<file path="src/shared/mode_regs_pkg.sv">
// constants and types for the mode-register slice
package mode_regs_pkg;
   // register addresses on the command/address path
   localparam logic [5:0] ADDR_SETPOINT_CTRL = 6'h0D;
   localparam logic [5:0] ADDR_DQ_REF = 6'h0E;
   localparam logic [5:0] ADDR_LOW_INVERT = 6'h0F;
   localparam logic [5:0] ADDR_BANK_MASK = 6'h10;
   localparam logic [5:0] ADDR_SEG_MASK = 6'h11;
   localparam logic [5:0] ADDR_OSC_LOW = 6'h12;
   localparam logic [5:0] ADDR_OSC_HIGH = 6'h13;
   localparam logic [5:0] ADDR_HIGH_INVERT = 6'h14;
   localparam logic [5:0] ADDR_RESERVED_A = 6'h15;
   // field positions
   localparam int REF_CODE_MSB = 5;
   localparam int REF_RANGE_BIT = 6;
   localparam int SP_WRITE_BIT = 6;
   localparam int SP_OPERATE_BIT = 7;
   // reset values and top reference code
   localparam logic [6:0] DQ_REF_RESET = 7'h4D;
   localparam logic [7:0] MASK_RESET = 8'h00;
   localparam logic [5:0] REF_CODE_MAX = 6'h32;
   // frame layout: 1 command bit, 6 address bits, 8 data bits
   localparam int FRAME_BITS = 15;
   localparam logic [3:0] FRAME_LAST = 4'hE;
   localparam logic [3:0] READ_LAST = 4'h7;
   // widths
   localparam int OSC_WIDTH = 16;
   localparam int NUM_CHANNELS = 2;
   typedef enum logic [1:0] {ST_IDLE, ST_SHIFT, ST_READ} link_state_type;
endpackage

</file>
<file path="src/rtl/calib_lane.sv">
// one byte lane of the read-calibration pattern driver
`timescale 1ns/1ps
module calib_lane (
   // clock and reset
   input wire logic core_clk_i,
   input wire logic rst_i,
   // controls
   input wire logic [7:0] pattern_i,
   input wire logic [7:0] invert_i,
   input wire logic active_i,
   // lane outputs
   output logic [7:0] dq_o,
   output logic mask_inversion_o
);
   typedef struct packed {
      logic [7:0] dq;
      logic mask_inversion_pin;
   } lane_state_type;
   lane_state_type state_reg, state_next;

   always_comb begin
      state_next = '0;
      if (active_i) begin
         // (RULE7) per-line invert bits
         // (RULE8) same mapping, upper lane
         state_next.dq = pattern_i ^ invert_i;
         // (RULE9) mask pin true pattern
         // (RULE10) upper mask pin true
         state_next.mask_inversion_pin = pattern_i[0];
      end
   end

   // registers
   always_ff @(posedge core_clk_i or posedge rst_i) begin
      if (rst_i) begin
         state_reg <= '0;
      end else begin
         state_reg <= state_next;
      end
   end

   assign dq_o = state_reg.dq;
   assign mask_inversion_o = state_reg.mask_inversion_pin;
endmodule // calib_lane

</file>
<file path="src/rtl/mode_regs.sv">
// mode-register slice: reference level, invert masks, refresh masks, osc count
//
// Behaviour
// (RULE1) six-bit reference code in bits 5..0
// (RULE2) bit 6 selects reference range
// (RULE3) read drives eight bits, rest zero
// (RULE4) code write goes to write set point
// (RULE5) two copies, access via write select
// (RULE6) operate only from operate-select copy
// (RULE7) low invert bits flip DQ0..DQ7 pattern
// (RULE8) high invert bits flip DQ8..DQ15
// (RULE9) low mask pin never inverted
// (RULE10) high mask pin never inverted
// (RULE11) no bus inversion during calibration
// (RULE12) bank mask bit disables bank refresh
// (RULE13) bank masks kept per channel
// (RULE14) segment mask bit disables segment refresh
// (RULE15) segment masks kept per channel
// (RULE16) count read as low and high byte
// (RULE17) oscillator start clears both count bytes
// (RULE18) controller may retune strobe phase
// (RULE19) write select bit 6, default zero
// (RULE20) operate select bit 7, default zero
// (RULE21) controller never writes reserved codes
`timescale 1ns/1ps
module mode_regs (
   // clock and reset
   input wire logic core_clk_i,
   input wire logic rst_i,
   // serial command link from the controller
   input wire logic link_clk_i,
   input wire logic link_sel_i,
   input wire logic link_data_i,
   input wire logic link_chan_i,
   // oscillator events
   input wire logic osc_start_i,
   input wire logic osc_tick_i,
   // calibration
   input wire logic calib_active_i,
   input wire logic [7:0] calib_pattern_i,
   input wire logic bus_inversion_en_i,
   // read data
   output logic [15:0] dq_o,
   output logic [15:0] dq_oe_n_o,
   output logic [1:0] mask_inversion_pin_o,
   // operating values
   output logic [5:0] dq_reference_code_o,
   output logic dq_reference_range_o,
   output logic [15:0] bank_refresh_disable_o,
   output logic [15:0] segment_refresh_disable_o,
   output logic [15:0] osc_count_o
);
   typedef struct packed {
      mode_regs_pkg::link_state_type st;
      logic [3:0] bit_cnt;
      logic [14:0] shift;
      logic chan;
      logic sp_write;
      logic sp_operate;
      logic [6:0] ref_sp0;
      logic [6:0] ref_sp1;
      logic [7:0] low_inv;
      logic [7:0] high_inv;
      logic [15:0] bank_mask;
      logic [15:0] seg_mask;
      logic [15:0] osc_cnt;
      logic [7:0] rd_shift;
      logic rd_drive;
      logic [5:0] op_code;
      logic op_range;
   } regs_state_type;
   regs_state_type state_reg, state_next;

   logic clk_level, clk_rise, sel_level, sel_rise, data_level, start_rise, tick_rise;
   logic [7:0] low_dq, high_dq;
   logic low_dmi, high_dmi;
   logic chan_level;

   // channel-indexed eight-bit slot of a sixteen-bit mask
   function automatic logic [15:0] put_chan(input logic [15:0] m, input logic c,
                                            input logic [7:0] v);
      logic [15:0] r;
      r = m;
      if (c) begin
         r[15:8] = v;
      end else begin
         r[7:0] = v;
      end
      return r;
   endfunction

   // the link clock is just a sampled pin here
   pin_sync u_clk (
      .core_clk_i(core_clk_i),
      .rst_i(rst_i),
      .pin_i(link_clk_i),
      .level_o(clk_level),
      .rise_o(clk_rise)
   );
   pin_sync u_sel (
      .core_clk_i(core_clk_i),
      .rst_i(rst_i),
      .pin_i(link_sel_i),
      .level_o(sel_level),
      .rise_o(sel_rise)
   );
   // same latency as select, so channel is settled at the frame start
   pin_sync u_chan (
      .core_clk_i(core_clk_i),
      .rst_i(rst_i),
      .pin_i(link_chan_i),
      .level_o(chan_level),
      .rise_o()
   );
   pin_sync u_dat (
      .core_clk_i(core_clk_i),
      .rst_i(rst_i),
      .pin_i(link_data_i),
      .level_o(data_level),
      .rise_o()
   );
   pin_sync u_start (
      .core_clk_i(core_clk_i),
      .rst_i(rst_i),
      .pin_i(osc_start_i),
      .level_o(),
      .rise_o(start_rise)
   );
   pin_sync u_tick (
      .core_clk_i(core_clk_i),
      .rst_i(rst_i),
      .pin_i(osc_tick_i),
      .level_o(),
      .rise_o(tick_rise)
   );

   // (RULE11) inversion enable deliberately ignored
   calib_lane u_low (.core_clk_i(core_clk_i), .rst_i(rst_i),
                     .pattern_i(calib_pattern_i), .invert_i(state_reg.low_inv),
                     .active_i(calib_active_i), .dq_o(low_dq), .mask_inversion_o(low_dmi));
   calib_lane u_high (.core_clk_i(core_clk_i), .rst_i(rst_i),
                      .pattern_i(calib_pattern_i), .invert_i(state_reg.high_inv),
                      .active_i(calib_active_i), .dq_o(high_dq), .mask_inversion_o(high_dmi));

   logic unused_dbi;
   assign unused_dbi = bus_inversion_en_i;

   always_comb begin
      logic [5:0] addr;
      logic [7:0] wdata;
      logic [7:0] rdata;
      logic is_read;
      logic [6:0] sel_ref;
      addr = state_reg.shift[13:8];
      wdata = state_reg.shift[7:0];
      is_read = state_reg.shift[14];
      rdata = 8'h00;
      state_next = state_reg;

      // (RULE5) reads reach the write-selected copy
      sel_ref = state_reg.sp_write ? state_reg.ref_sp1 : state_reg.ref_sp0;
      // (RULE3) unused and reserved bits read zero
      case (addr)
         mode_regs_pkg::ADDR_SETPOINT_CTRL:
            rdata = {state_reg.sp_operate, state_reg.sp_write, 6'h00};
         mode_regs_pkg::ADDR_DQ_REF: rdata = {1'b0, sel_ref};
         // (RULE16) count split into two read-only bytes
         mode_regs_pkg::ADDR_OSC_LOW: rdata = state_reg.osc_cnt[7:0];
         mode_regs_pkg::ADDR_OSC_HIGH: rdata = state_reg.osc_cnt[15:8];
         default: rdata = 8'h00;
      endcase

      // oscillator counter; start wins over a tick
      if (start_rise) begin
         // (RULE17) start command clears both bytes
         state_next.osc_cnt = '0;
      end else if (tick_rise && state_reg.osc_cnt != 16'hFFFF) begin
         state_next.osc_cnt = state_reg.osc_cnt + 16'h0001;
      end

      case (state_reg.st)
         mode_regs_pkg::ST_IDLE: begin
            // read data keeps standing here until the next frame starts
            if (sel_rise) begin
               state_next.st = mode_regs_pkg::ST_SHIFT;
               state_next.bit_cnt = '0;
               state_next.chan = chan_level;
            end
         end
         mode_regs_pkg::ST_SHIFT: begin
            if (!sel_level) begin
               // frame aborted early: drop it
               state_next.st = mode_regs_pkg::ST_IDLE;
            end else if (clk_rise) begin
               state_next.shift = {state_reg.shift[13:0], data_level};
               state_next.bit_cnt = state_reg.bit_cnt + 4'h1;
               if (state_reg.bit_cnt == mode_regs_pkg::FRAME_LAST) begin
                  state_next.st = mode_regs_pkg::ST_READ;
               end
            end
         end
         mode_regs_pkg::ST_READ: begin
            if (is_read) begin
               state_next.rd_shift = rdata;
               state_next.rd_drive = 1'b1;
            end else begin
               case (addr)
                  mode_regs_pkg::ADDR_SETPOINT_CTRL: begin
                     // (RULE19) write select bit
                     state_next.sp_write = wdata[mode_regs_pkg::SP_WRITE_BIT];
                     // (RULE20) operate select bit
                     state_next.sp_operate = wdata[mode_regs_pkg::SP_OPERATE_BIT];
                  end
                  mode_regs_pkg::ADDR_DQ_REF: begin
                     // (RULE1) six-bit code, stored as sent
                     // (RULE4) code lands in write-selected copy
                     // (RULE2) range bit stored with code
                     if (state_reg.sp_write) begin
                        state_next.ref_sp1 = wdata[mode_regs_pkg::REF_RANGE_BIT:0];
                     end else begin
                        state_next.ref_sp0 = wdata[mode_regs_pkg::REF_RANGE_BIT:0];
                     end
                  end
                  mode_regs_pkg::ADDR_LOW_INVERT: state_next.low_inv = wdata;
                  mode_regs_pkg::ADDR_HIGH_INVERT: state_next.high_inv = wdata;
                  // (RULE12) mask bit set disables bank
                  // (RULE13) separate slot per channel
                  mode_regs_pkg::ADDR_BANK_MASK:
                     state_next.bank_mask = put_chan(state_reg.bank_mask, state_reg.chan, wdata);
                  // (RULE14) mask bit set disables segment
                  // (RULE15) separate slot per channel
                  mode_regs_pkg::ADDR_SEG_MASK:
                     state_next.seg_mask = put_chan(state_reg.seg_mask, state_reg.chan, wdata);
                  default: ;
               endcase
            end
            state_next.st = mode_regs_pkg::ST_IDLE;
         end
         default: state_next.st = mode_regs_pkg::ST_IDLE;
      endcase

      // a new frame ends the read drive
      if (state_reg.rd_drive && sel_rise) begin
         state_next.rd_drive = 1'b0;
      end

      // (RULE6) operating values from operate-select copy
      state_next.op_code = state_reg.sp_operate ? state_reg.ref_sp1[mode_regs_pkg::REF_CODE_MSB:0]
                                                : state_reg.ref_sp0[mode_regs_pkg::REF_CODE_MSB:0];
      state_next.op_range = state_reg.sp_operate ?
                            state_reg.ref_sp1[mode_regs_pkg::REF_RANGE_BIT] :
                            state_reg.ref_sp0[mode_regs_pkg::REF_RANGE_BIT];
   end

   // registers
   always_ff @(posedge core_clk_i or posedge rst_i) begin
      if (rst_i) begin
         state_reg <= '0;
         state_reg.ref_sp0 <= mode_regs_pkg::DQ_REF_RESET;
         state_reg.ref_sp1 <= mode_regs_pkg::DQ_REF_RESET;
         state_reg.op_code <= mode_regs_pkg::DQ_REF_RESET[mode_regs_pkg::REF_CODE_MSB:0];
         state_reg.op_range <= mode_regs_pkg::DQ_REF_RESET[mode_regs_pkg::REF_RANGE_BIT];
      end else begin
         state_reg <= state_next;
      end
   end

   // output stage, all from flops
   typedef struct packed {
      logic [15:0] dq;
      logic [15:0] oe_n;
      logic [1:0] mask_inversion_pin;
   } out_state_type;
   out_state_type out_reg, out_next;

   always_comb begin
      out_next = '0;
      out_next.oe_n = 16'hFFFF;
      if (calib_active_i) begin
         out_next.dq = {high_dq, low_dq};
         out_next.mask_inversion_pin = {high_dmi, low_dmi};
         out_next.oe_n = 16'h0000;
      end else if (state_reg.rd_drive) begin
         out_next.dq = {8'h00, state_reg.rd_shift};
         out_next.oe_n = 16'h0000;
      end
   end

   always_ff @(posedge core_clk_i or posedge rst_i) begin
      if (rst_i) begin
         out_reg <= '0;
         out_reg.oe_n <= 16'hFFFF;
      end else begin
         out_reg <= out_next;
      end
   end

   assign dq_o = out_reg.dq;
   assign dq_oe_n_o = out_reg.oe_n;
   assign mask_inversion_pin_o = out_reg.mask_inversion_pin;
   assign dq_reference_code_o = state_reg.op_code;
   assign dq_reference_range_o = state_reg.op_range;
   assign bank_refresh_disable_o = state_reg.bank_mask;
   assign segment_refresh_disable_o = state_reg.seg_mask;
   assign osc_count_o = state_reg.osc_cnt;
endmodule // mode_regs

</file>
<file path="src/rtl/pin_sync.sv">
// three-stage pin synchroniser with agreement filter
`timescale 1ns/1ps
module pin_sync (
   // clock and reset
   input wire logic core_clk_i,
   input wire logic rst_i,
   // pin side
   input wire logic pin_i,
   // core side
   output logic level_o,
   output logic rise_o
);
   typedef struct packed {
      logic s1;
      logic s2;
      logic s3;
      logic level;
      logic rise;
   } sync_state_type;
   sync_state_type state_reg, state_next;

   // accept a change only once stages two and three agree
   always_comb begin
      state_next = state_reg;
      state_next.s1 = pin_i;
      state_next.s2 = state_reg.s1;
      state_next.s3 = state_reg.s2;
      state_next.rise = 1'b0;
      if (state_reg.s2 == state_reg.s3) begin
         state_next.level = state_reg.s3;
         state_next.rise = state_reg.s3 & ~state_reg.level;
      end
   end

   // registers
   always_ff @(posedge core_clk_i or posedge rst_i) begin
      if (rst_i) begin
         state_reg <= '0;
      end else begin
         state_reg <= state_next;
      end
   end

   assign level_o = state_reg.level;
   assign rise_o = state_reg.rise;
endmodule // pin_sync

</file>
<file path="config.mk">
export PLATFORM = sky130hd
export DESIGN_NAME = mode_regs
export DESIGN_NICKNAME = d
export VERILOG_FILES = /design/src/shared/mode_regs_pkg.sv /design/src/rtl/calib_lane.sv /design/src/rtl/mode_regs.sv /design/src/rtl/pin_sync.sv
export SDC_FILE = /design/constraint.sdc
export NUM_CORES = 1
export LEC_CHECK = 0
export BUFFER_PORTS_ARGS = -buffer_cell sky130_fd_sc_hd__buf_4
export CAP_MARGIN = 5
export CORE_ASPECT_RATIO = 1.1
export CORE_MARGIN = 4
export CORE_UTILIZATION = 50
export DETAILED_ROUTE_END_ITERATION = 16
export PLACE_DENSITY = 0.71
export SLEW_MARGIN = 30
export SYNTH_ARGS = -nofsm -noshare
export SYNTH_HDL_FRONTEND = slang
export SYNTH_SLANG_ARGS = --single-unit
</file>
<file path="constraint.sdc">
create_clock -name core_clk_i -period 7.15 [get_ports core_clk_i]
set_input_delay 1.43 -clock core_clk_i [delete_from_list [all_inputs] [get_ports core_clk_i]]
set_output_delay 1.43 -clock core_clk_i [all_outputs]
set_load 0.02 [all_outputs]
</file>
Word level (Yosys, flattened, before mapping)
Cells that the tools add are included.
- flip-flop bits (word level): 198
- output and inout port bits: 89
- logic and storage cells: 139
- $add $sub $neg: 2
- eq/ne operators: 23
- multiplexer cells: 25
- bitwise operators: 13
- reduce and logical (&&, ||, !) cells: 22
- operators with widths (kind ; count):
    16-bit 2-to-1 mux ; 2
    32-bit 2-to-1 mux ; 1
    8-bit case mux with 4 select lines ; 1
    6-bit by 5-bit equality test with 1-bit output, second input constant ; 5
    4-bit AND reduction ; 7
    24-bit 2-to-1 mux ; 1
    21-bit 2-to-1 mux ; 1
    19-bit 2-to-1 mux ; 1
    6-bit by 4-bit equality test with 1-bit output, second input constant ; 3
    9-bit 2-to-1 mux ; 2
    16-bit by 1-bit adder with 16-bit output, second input constant ; 1
    16-bit inequality test, second input constant ; 1
    8-bit XOR ; 2
    3-bit AND reduction ; 5
    6-bit 2-to-1 mux ; 2
    1-bit 2-to-1 mux ; 8
    4-bit case mux with 2 select lines ; 1
    2-bit nonzero test ; 4
    7-bit 2-to-1 mux ; 1
    1-bit NOT ; 7
    1-bit equality test ; 6
    2-bit 2-to-1 mux ; 3
    2-bit by 1-bit inequality test with 1-bit output, second input constant ; 3
    3-bit inequality test, second input constant ; 2
    other kinds (9) ; 15

Logic depth before layout (Yosys ltp)
Gate-level depths: netlist (run 1).
- word-level depth: 5
- depth in mapped cells: 7
- depth with buffers taken out: 5

Hierarchy
From an unflattened synthesis (run 1), not the netlist that was laid out.
- cells, all modules: 625
- area, all modules: 7928.9 um^2
- by module, submodules not included (module ; instances ; cells an instance ; area an instance (um^2) ; seq. area each (um^2)):
    mode_regs ; 1 ; 523 ; 6314.8 ; 3444.6
    pin_sync ; 6 ; 8 ; 150.1 ; 125.1
    calib_lane ; 2 ; 27 ; 356.6 ; 225.2

Worst setup path after synthesis (run 1)
OpenSTA, ideal clock, no wires.
- kind: reg2out
- from: reg dq_oe_n_o[14] (netlist name)
- to: out dq_oe_n_o[10]
- arrival: 0.883 ns
- required time: 5.720 ns
- setup slack: 4.837 ns
- cell stages (with the launch flop): 2
- path through: dfstp_2 buf_4
- RTL lines (what ; RTL line ; RTL):
    end: declaration ; mode_regs.sv:44 ; output logic [15:0] dq_oe_n_o,

==> results of run 1 <==
## layer usage
metal	part of all wire [%]	vias to the layer above	wire length, microns	track usage [%]
met4	1.1	0	165	5.19
met2	50	166	7270	28.5
met1	41	2297	5930	21.8
met5	0	-	0	0
li1	-	2140	-	-
met3	7.2	13	1040	5.74
## cell usage in the layout, fill, tap and decap left out, types with 2 or more instances in the layout
| master | count |
|---|---|
| o41ai_1 | 2 |
| and3_1 | 2 |
| clkinv_4 | 4 |
| clkbuf_16 | 17 |
| and4_1 | 3 |
| clkinvlp_4 | 2 |
| dfstp_2 | 13 |
| inv_6 | 2 |
| dfrtp_1 | 168 |
| nand3_1 | 11 |
| a21oi_1 | 14 |
| nand2_1 | 31 |
| or4_1 | 3 |
| and3b_1 | 3 |
| mux2_2 | 90 |
| a31oi_1 | 2 |
| nand4_1 | 4 |
| a221oi_1 | 8 |
| nor4_1 | 5 |
| ha_1 | 3 |
| inv_1 | 5 |
| nand2b_1 | 4 |
| nor4bb_1 | 2 |
| bufinv_16 | 6 |
| mux2i_1 | 8 |
| a211oi_1 | 2 |
| nor3_1 | 13 |
| o21ai_0 | 23 |
| buf_4 | 106 |
| nor2_1 | 29 |
| and2_1 | 27 |
| xor2_1 | 17 |
| nor2b_1 | 6 |
| maj3_1 | 3 |
| or3_1 | 3 |
| o31ai_1 | 3 |
## worst register-to-register path, delay by kind of cell (launching register included)
family        cells  cell delay (ns)
simple gates      3             1.52
flops             1             0.44
mux               1             0.41
## path summary, 6_finish.rpt
path | slack (ns) | depth (start not counted) | start | endpoint
max | 4.43 | 1 | dq_oe_n_o[14]$_DFF_PP1_ | dq_oe_n_o[4]
min | 0.35 | 0 | u_clk.state_next[3]$_DFF_PP0_ | u_clk.state_next[2]$_DFF_PP0_
max reg2reg | 4.66 | 4 | state_reg[110]$_DFFE_PP0P_ | state_reg[92]$_DFFE_PP0P_
min reg2reg | 0.35 | 0 | u_clk.state_next[3]$_DFF_PP0_ | u_clk.state_next[2]$_DFF_PP0_
max in group asynchronous | 4.74 | 3 | rst_i | state_reg[107]$_DFFE_PP0P_
min in group asynchronous | 1.17 | 2 | rst_i | u_high.dq_o[1]$_DFF_PP0_
## per-stage QoR
stage          utilization [%]  instance area, sq um  std cells  setup WS, ns
6_report                  58.5                  8840        857          4.43
5_1_grt                   58.5                  8840        857          4.35
4_1_cts                   58.4                  8830        856          4.40
3_5_place_dp              53.9                  8150        824          4.19
3_3_place_gp              53.9                  8150        824          4.05
2_1_floorplan                -                  7740        623         0.826
## cell families (layout without fill, tap and decap cells)
group                      Yosys count  count (layout)  share of synthesized area [%]
muxes                               98              98                           14.1
AOI/OAI and AO/OA                   56              56                           4.43
xor gates and xnor gates            18              18                           2.04
buffers and inverters              107             145                           8.61
adders and majority gates            6               6                          0.872
and+or+nand+nor                    157             157                           11.2
DFF                                181             181                           58.7
## final cells by class
class | count | area share [%]
Sequential cell | 181 | 51.4
Multi-Input combinational cell | 335 | 28.7
Timing Repair Buffer | 107 | 9.12
Clock buffer | 17 | 4.81
Clock inverter | 15 | 2.86
Tap cell | 196 | 2.77
Inverter | 6 | 0.340
## synthesized netlist by cell type, types with 2 or more instances
| master | instances |
|---|---|
| buf_4 | 70 |
| inv_1 | 6 |
| or3_1 | 3 |
| a221oi_1 | 8 |
| mux2i_1 | 8 |
| o41ai_1 | 2 |
| o31ai_1 | 3 |
| maj3_1 | 3 |
| mux2_2 | 90 |
| a31oi_1 | 2 |
| nor4bb_1 | 2 |
| nor2b_1 | 6 |
| buf_2 | 2 |
| and4_1 | 3 |
| nand3_1 | 11 |
| nand2b_1 | 4 |
| o21ai_0 | 23 |
| a211oi_1 | 2 |
| nand2_1 | 31 |
| nor4_1 | 6 |
| nor2_1 | 29 |
| dfstp_2 | 13 |
| ha_1 | 3 |
| a21oi_1 | 14 |
| xor2_1 | 17 |
| buf_1 | 6 |
| nor3_1 | 13 |
| clkbuf_1 | 23 |
| and3_1 | 2 |
| dfrtp_1 | 168 |
| nand4_1 | 4 |
| and3b_1 | 3 |
| and2_1 | 27 |
| or4_1 | 3 |
## power groups by stage
stage	sequential, mW	combinational [mW]	clock [mW]
after floorplan	1.10	0.0969	0
after global placement	1.12	0.116	0
after detailed placement	1.12	0.120	0
after CTS	1.10	0.121	1.07
after global routing	1.11	0.133	1.11
final	1.10	0.117	1.04
==> impl_metrics.env, run 1 <==
export IMPL_grt_usage_pct=17.3
export IMPL_intPower_mw=1.76
export IMPL_clkTransAtPathRegs_ns=0.06
export IMPL_antenna_found_initial=0
export IMPL_std_cell_rows=47
export IMPL_skew_ns=0.0115
export IMPL_period_needed_ns=2.72
export IMPL_yosys_warnings=0
export IMPL_hold_violations=0
export IMPL_syn_area_sq_mm=0.00774
export IMPL_fillers=1202
export IMPL_yosysTopAreaCell="dfrtp_1"
export IMPL_tightest_slew_ns=0.869
export IMPL_dieWidth_microns=127
export IMPL_grt_max_degree=122
export IMPL_synth_top_area_share_pct=54.3
export IMPL_drive_gt1_share_pct=37.7
export IMPL_worstSetupStartpointType="flop"
export IMPL_drcViolationCount=0
export IMPL_grt_pass1_vias=4770
export IMPL_crit_arrival_ns=1.29
export IMPL_nets=669
export IMPL_pwr_share_seq_pct=48.7
export IMPL_dieHeight_microns=139
export IMPL_firstDrtPassIters=5
export IMPL_post_cts_buffers=0
export IMPL_min_path_type="flop to flop"
export IMPL_ys_seq_area_share_pct=58.7
export IMPL_ant_nets=0
export IMPL_coreArea_sq_mm=0.0151
export IMPL_cts_made_buffers=17
export IMPL_start_util_pct=51.2
export IMPL_wl_per_cell_microns=16.8
export IMPL_drv_slew=0
export IMPL_min_period_over_period_pct=38.0
export IMPL_area_growth_pct=14.2
export IMPL_cp_max_fo=16
export IMPL_die_area_sq_mm=0.0175
export IMPL_rsz0062_at_grt="false"
export IMPL_syn_area_per_cell_sq_um=12.4
export IMPL_cp_cell_sequence="buf_4"
export IMPL_setup_viol=0
export IMPL_p_clk_share_pct=46.1
export IMPL_routed_wl_microns=14400
export IMPL_io_pins=107
export IMPL_combPwrFrac_pct=5.2
export IMPL_clkLatencyLatePin_ns=0.43
export IMPL_swShare_pct=22.0
export IMPL_ctsHoldBuffers=0
export IMPL_h_tree_depth=4
export IMPL_synth_seq_cells=181
export IMPL_critPathCaptureType="primary output"
export IMPL_diodes=0
export IMPL_gp_congestion=0.872
export IMPL_cts_tree="yes"
export IMPL_grt_pass1_wl_microns=24200
export IMPL_port_buffers=105
export IMPL_synthTopCellsByArea="dfrtp_1 (54%), mux2_2 (13%), buf_4 (6.8%)"
export IMPL_vias_per_cell=5.39
export IMPL_slowest_stage="dfstp_2"
export IMPL_seq_area_sq_mm=0.00455
export IMPL_syn_nets=644
export IMPL_cts_path_max_buffers=2
export IMPL_cts_root_buf="clkbuf_16"
export IMPL_multi_input_area_sq_mm=0.00254
export IMPL_power_density_mw_per_mm2=256
export IMPL_finalPower_mw=2.26
export IMPL_largest_reg_flops=63
export IMPL_critPathRequiredTime_ns=5.72
export IMPL_worst_hold_slack_ns=0.346
export IMPL_critPathTopFamily="flip-flops"
export IMPL_cp_num_buf_inv=1
export IMPL_num_vias=4616
export IMPL_fmax_mhz=368
export IMPL_grt_overflow=0
export IMPL_maxSlewHeadroom_pct=41.8
export IMPL_dpl_hpwl_microns=9850
export IMPL_synthArstFlopShare_pct=100
export IMPL_cap_violations=0
export IMPL_power_leakage_nw=4.28
export IMPL_dr_first_iter_drc_count=312
export IMPL_synth_edf_count=0
export IMPL_synth_ff_type="dfrtp_1"
export IMPL_cts_resized=0
export IMPL_cts_sinks=181
export IMPL_setup_tns_ns=0
export IMPL_switchingPower_mw=0.497
export IMPL_status="finished clean"
export IMPL_synth_distinct_cells=47
export IMPL_netlist_instances=623
export IMPL_max_vdd_ir_drop_mv=0.167
export IMPL_criticalPathCategory="flop to primary output"
export IMPL_crit_path_max_incr_delay_ns=0.67
Power figures use the tool's default switching activity.
==> inputs of run 2 (changes only) <==
Settings changed: ABC_AREA from default to 1, PLACE_DENSITY 0.71 to 0.73.
Clock period 7.15 ns to 2.3 ns, I/O delays scaled along.
==> run 2 against run 1 <==
Final cell count grew 28%. Highest routed layer unchanged. Count of clock-buffer cells in the layout grew 2. Hold slack lost 0.26 ns. Area after synthesis grew 3.9%. Non-clock buffer count grew 6. Setup slack lost 4.0 ns. Sequential cell count is the same. Via count grew 19%. Register-to-register slack lost 4.2 ns. Core utilization shrank 0.45 points. Sequential power grew to 3.1 times the previous value.
==> impl_metrics.env, run 2 <==
export IMPL_max_vdd_ir_drop_mv=0.503
export IMPL_finalWorstSetupSlack_ns=0.481
export IMPL_netlist_instances=847
export IMPL_synth_distinct_cells=38
export IMPL_num_vias=5471
export IMPL_crit_path_max_incr_delay_ns=0.43
export IMPL_vias_per_cell=4.97
export IMPL_rsz0062_at_grt="false"
export IMPL_dieWidth_microns=129
export IMPL_cts_resized=0
export IMPL_synthArstFlopShare_pct=100
export IMPL_worstSetupStartpointType="flop"
export IMPL_h_tree_depth=4
export IMPL_intPower_mw=5.20
export IMPL_dr_first_iter_drc_count=425
export IMPL_hold_violations=0
export IMPL_yosysTopAreaCell="dfrtp_1"
export IMPL_yosysMostFrequentCell="nand2_1"
export IMPL_power_density_mw_per_mm2=748
export IMPL_synth_ff_type="dfrtp_1"
export IMPL_cp_cell_sequence="ha_1 -> nand2_2 -> nor2_2 -> nand2_1 -> nor2_2 -> nor2_2 -> buf_4 -> nand4_1 -> nand2_1"
export IMPL_die_area_sq_mm=0.0182
export IMPL_syn_area_sq_mm=0.00804
export IMPL_ant_nets=0
export IMPL_synth_seq_cells=181
export IMPL_fillers=1387
export IMPL_final_area_sq_mm=0.00914
export IMPL_antenna_found_initial=0
export IMPL_cap_violations=0
export IMPL_syn_area_per_cell_sq_um=9.50
export IMPL_port_buffers=105
export IMPL_clkLatencyLatePin_ns=0.43
export IMPL_cts_path_max_buffers=2
export IMPL_grt_max_degree=54
export IMPL_finalPower_mw=6.83
export IMPL_combPwrFrac_pct=6.7
export IMPL_layout_commonest_cell="nand2_1"
export IMPL_critPathTopFamily="simple AND/OR/NAND/NOR gates"
export IMPL_routed_wl_microns=16100
export IMPL_fmax_mhz=550
export IMPL_critPathRequiredTime_ns=2.65
export IMPL_crit_top_cell="nor2_2"
export IMPL_cts_root_buf="clkbuf_16"
export IMPL_drcViolationCount=0
export IMPL_p_clk_share_pct=43.9
export IMPL_maxSlewHeadroom_pct=51.5
export IMPL_yosys_warnings=0
export IMPL_nets=909
export IMPL_mostFrequentLayoutCells="nand2_1 (231), dfrtp_1 (168), buf_4 (110)"
export IMPL_skew_ns=0.0171
export IMPL_post_cts_buffers=0
export IMPL_drive_gt1_share_pct=25.7
export IMPL_area_growth_pct=13.6
export IMPL_drv_slew=0
export IMPL_cts_tree="yes"
export IMPL_coreArea_sq_mm=0.0157
export IMPL_diodes=0
export IMPL_cp_num_buf_inv=1
export IMPL_grt_overflow=0
export IMPL_min_period_over_period_pct=79.1
export IMPL_wl_per_cell_microns=14.6
export IMPL_final_util_pct=58.1
export IMPL_firstDrtPassIters=4
export IMPL_tightest_slew_ns=0.726
export IMPL_status="finished clean"
export IMPL_pre_cts_ws_ns=0.507
export IMPL_crit_arrival_ns=2.17
export IMPL_synthTopCellsByCount="nand2_1 (231), dfrtp_1 (168), buf_4 (70), nor2_1 (70), inv_1 (51)"
export IMPL_clkTransAtPathRegs_ns=0.07
export IMPL_swShare_pct=24.0
export IMPL_ys_seq_area_share_pct=56.5
export IMPL_cts_sinks=181
export IMPL_dpl_cell_area_sq_mm=0.00852
export IMPL_cts_made_buffers=17
export IMPL_dieHeight_microns=141
export IMPL_critPathCaptureType="flop"
export IMPL_multi_input_area_sq_mm=0.00262
export IMPL_min_path_type="primary input to asynchronous set/reset pin"
export IMPL_grt_usage_pct=18.9
export IMPL_gp_congestion=0.815
export IMPL_pwr_share_seq_pct=49.4
export IMPL_ctsHoldBuffers=0
export IMPL_start_util_pct=51.1
export IMPL_synthTopCellsByArea="dfrtp_1 (52%), nand2_1 (11%), buf_4 (6.5%)"
export IMPL_period_needed_ns=1.82
export IMPL_std_cell_rows=48
export IMPL_cp_max_fo=8
export IMPL_largest_reg_flops=63
export IMPL_synth_top_area_share_pct=52.3
export IMPL_seq_area_sq_mm=0.00455
export IMPL_criticalPathCategory="flop to flop"
export IMPL_synth_edf_count=0
export IMPL_setup_viol=0
export IMPL_slowest_stage="dfrtp_1"
export IMPL_power_leakage_nw=4.43
export IMPL_syn_nets=868
export IMPL_dpl_hpwl_microns=11200
export IMPL_switchingPower_mw=1.64
export IMPL_grt_pass1_wl_microns=27100
export IMPL_io_pins=107
export IMPL_grt_pass1_vias=5432
-- run 2: cell count changes in the layout (fill, tap and decap cells not counted), moves of 11 or more --
cell     delta
nand3_1    +26
and2_1     -27
xor2_1     -14
o21ai_2    +36
nand2_2    +11
o21ai_0    +17
nand2_1   +200
nor3_1     -12
xnor2_1    +16
o21ai_1    +19
nor2_1     +41
inv_1      +45
mux2_2     -90
-- run 2: cell type report --
cell class | count | share of cell area [%]
Sequential cell | 181 | 49.7
Multi-Input combinational cell | 518 | 28.7
Clock inverter | 13 | 1.88
Clock buffer | 19 | 4.85
Inverter | 57 | 2.44
Timing Repair Buffer | 113 | 9.69
Tap cell | 200 | 2.74
-- run 2: layer usage --
layer	vias up	track usage [%]	part of all wire, %
li1	2710	-	-
met1	2620	24.5	43
met2	118	30.8	50
met3	23	5.27	5.7
met4	0	5.91	1.7
met5	-	0	0
-- run 2: worst register-to-register path, stage by stage (launching register included) --
cell,delay [ns]
dfrtp_1,0.43
ha_1,0.27
nand2_2,0.10
nor2_2,0.04
nand2_1,0.13
nor2_2,0.06
nor2_2,0.33
buf_4,0.21
nand4_1,0.08
nand2_1,0.09
-- run 2: stage by stage --
stage                     cells  hold slack [ns]  TNS [ns]
after floorplan             847            0.331    -79.29
after global placement     1069            0.334         0
after detailed placement   1069            0.336         0
after CTS                  1101           0.0846         0
after global routing       1101            0.111         0
final                      1101           0.0854         0
-- run 2: cell families (layout without fill, tap and decap cells) --
kind of cell             Yosys count  count (layout)  synth area share, %
flip-flops                       181             181                 56.5
adder cells (fa/ha/maj)            6               6                0.840
XOR/XNOR                          20              20                 2.18
AND/OR/NAND/NOR                  382             382                 20.9
multiplexers                       1               1                0.124
AO/OA/AOI/OAI                    109             109                 8.55
buffers and inverters            148             202                 10.9
-- run 2: final timing paths --
kind / endpoint / slack, ns / cells past startpoint / startpoint
min in group core_clk_i: u_dat.state_next[3]$_DFF_PP0_ / 0.14 / 1 / link_data_i
max in group asynchronous: state_reg[82]$_DFFE_PP1P_ / 1.48 / 3 / rst_i
max reg2reg: osc_count_o[11]$_DFFE_PP0P_ / 0.48 / 9 / osc_count_o[0]$_DFFE_PP0P_
min: u_start.state_next[2]$_DFF_PP0_ / 0.09 / 2 / rst_i
min reg2reg: u_start.state_next[2]$_DFF_PP0_ / 0.34 / 0 / u_start.state_next[3]$_DFF_PP0_
max: osc_count_o[11]$_DFFE_PP0P_ / 0.48 / 9 / osc_count_o[0]$_DFFE_PP0P_
-- run 2: power groups by stage --
stage | Sequential (mW) | Combinational, mW | Clock, mW
2_1_floorplan | 3.42 | 0.317 | 0
3_3_place_gp | 3.43 | 0.463 | 0
3_5_place_dp | 3.43 | 0.471 | 0
4_1_cts | 3.37 | 0.473 | 3.06
5_1_grt | 3.39 | 0.516 | 3.21
6_report | 3.37 | 0.460 | 3.00
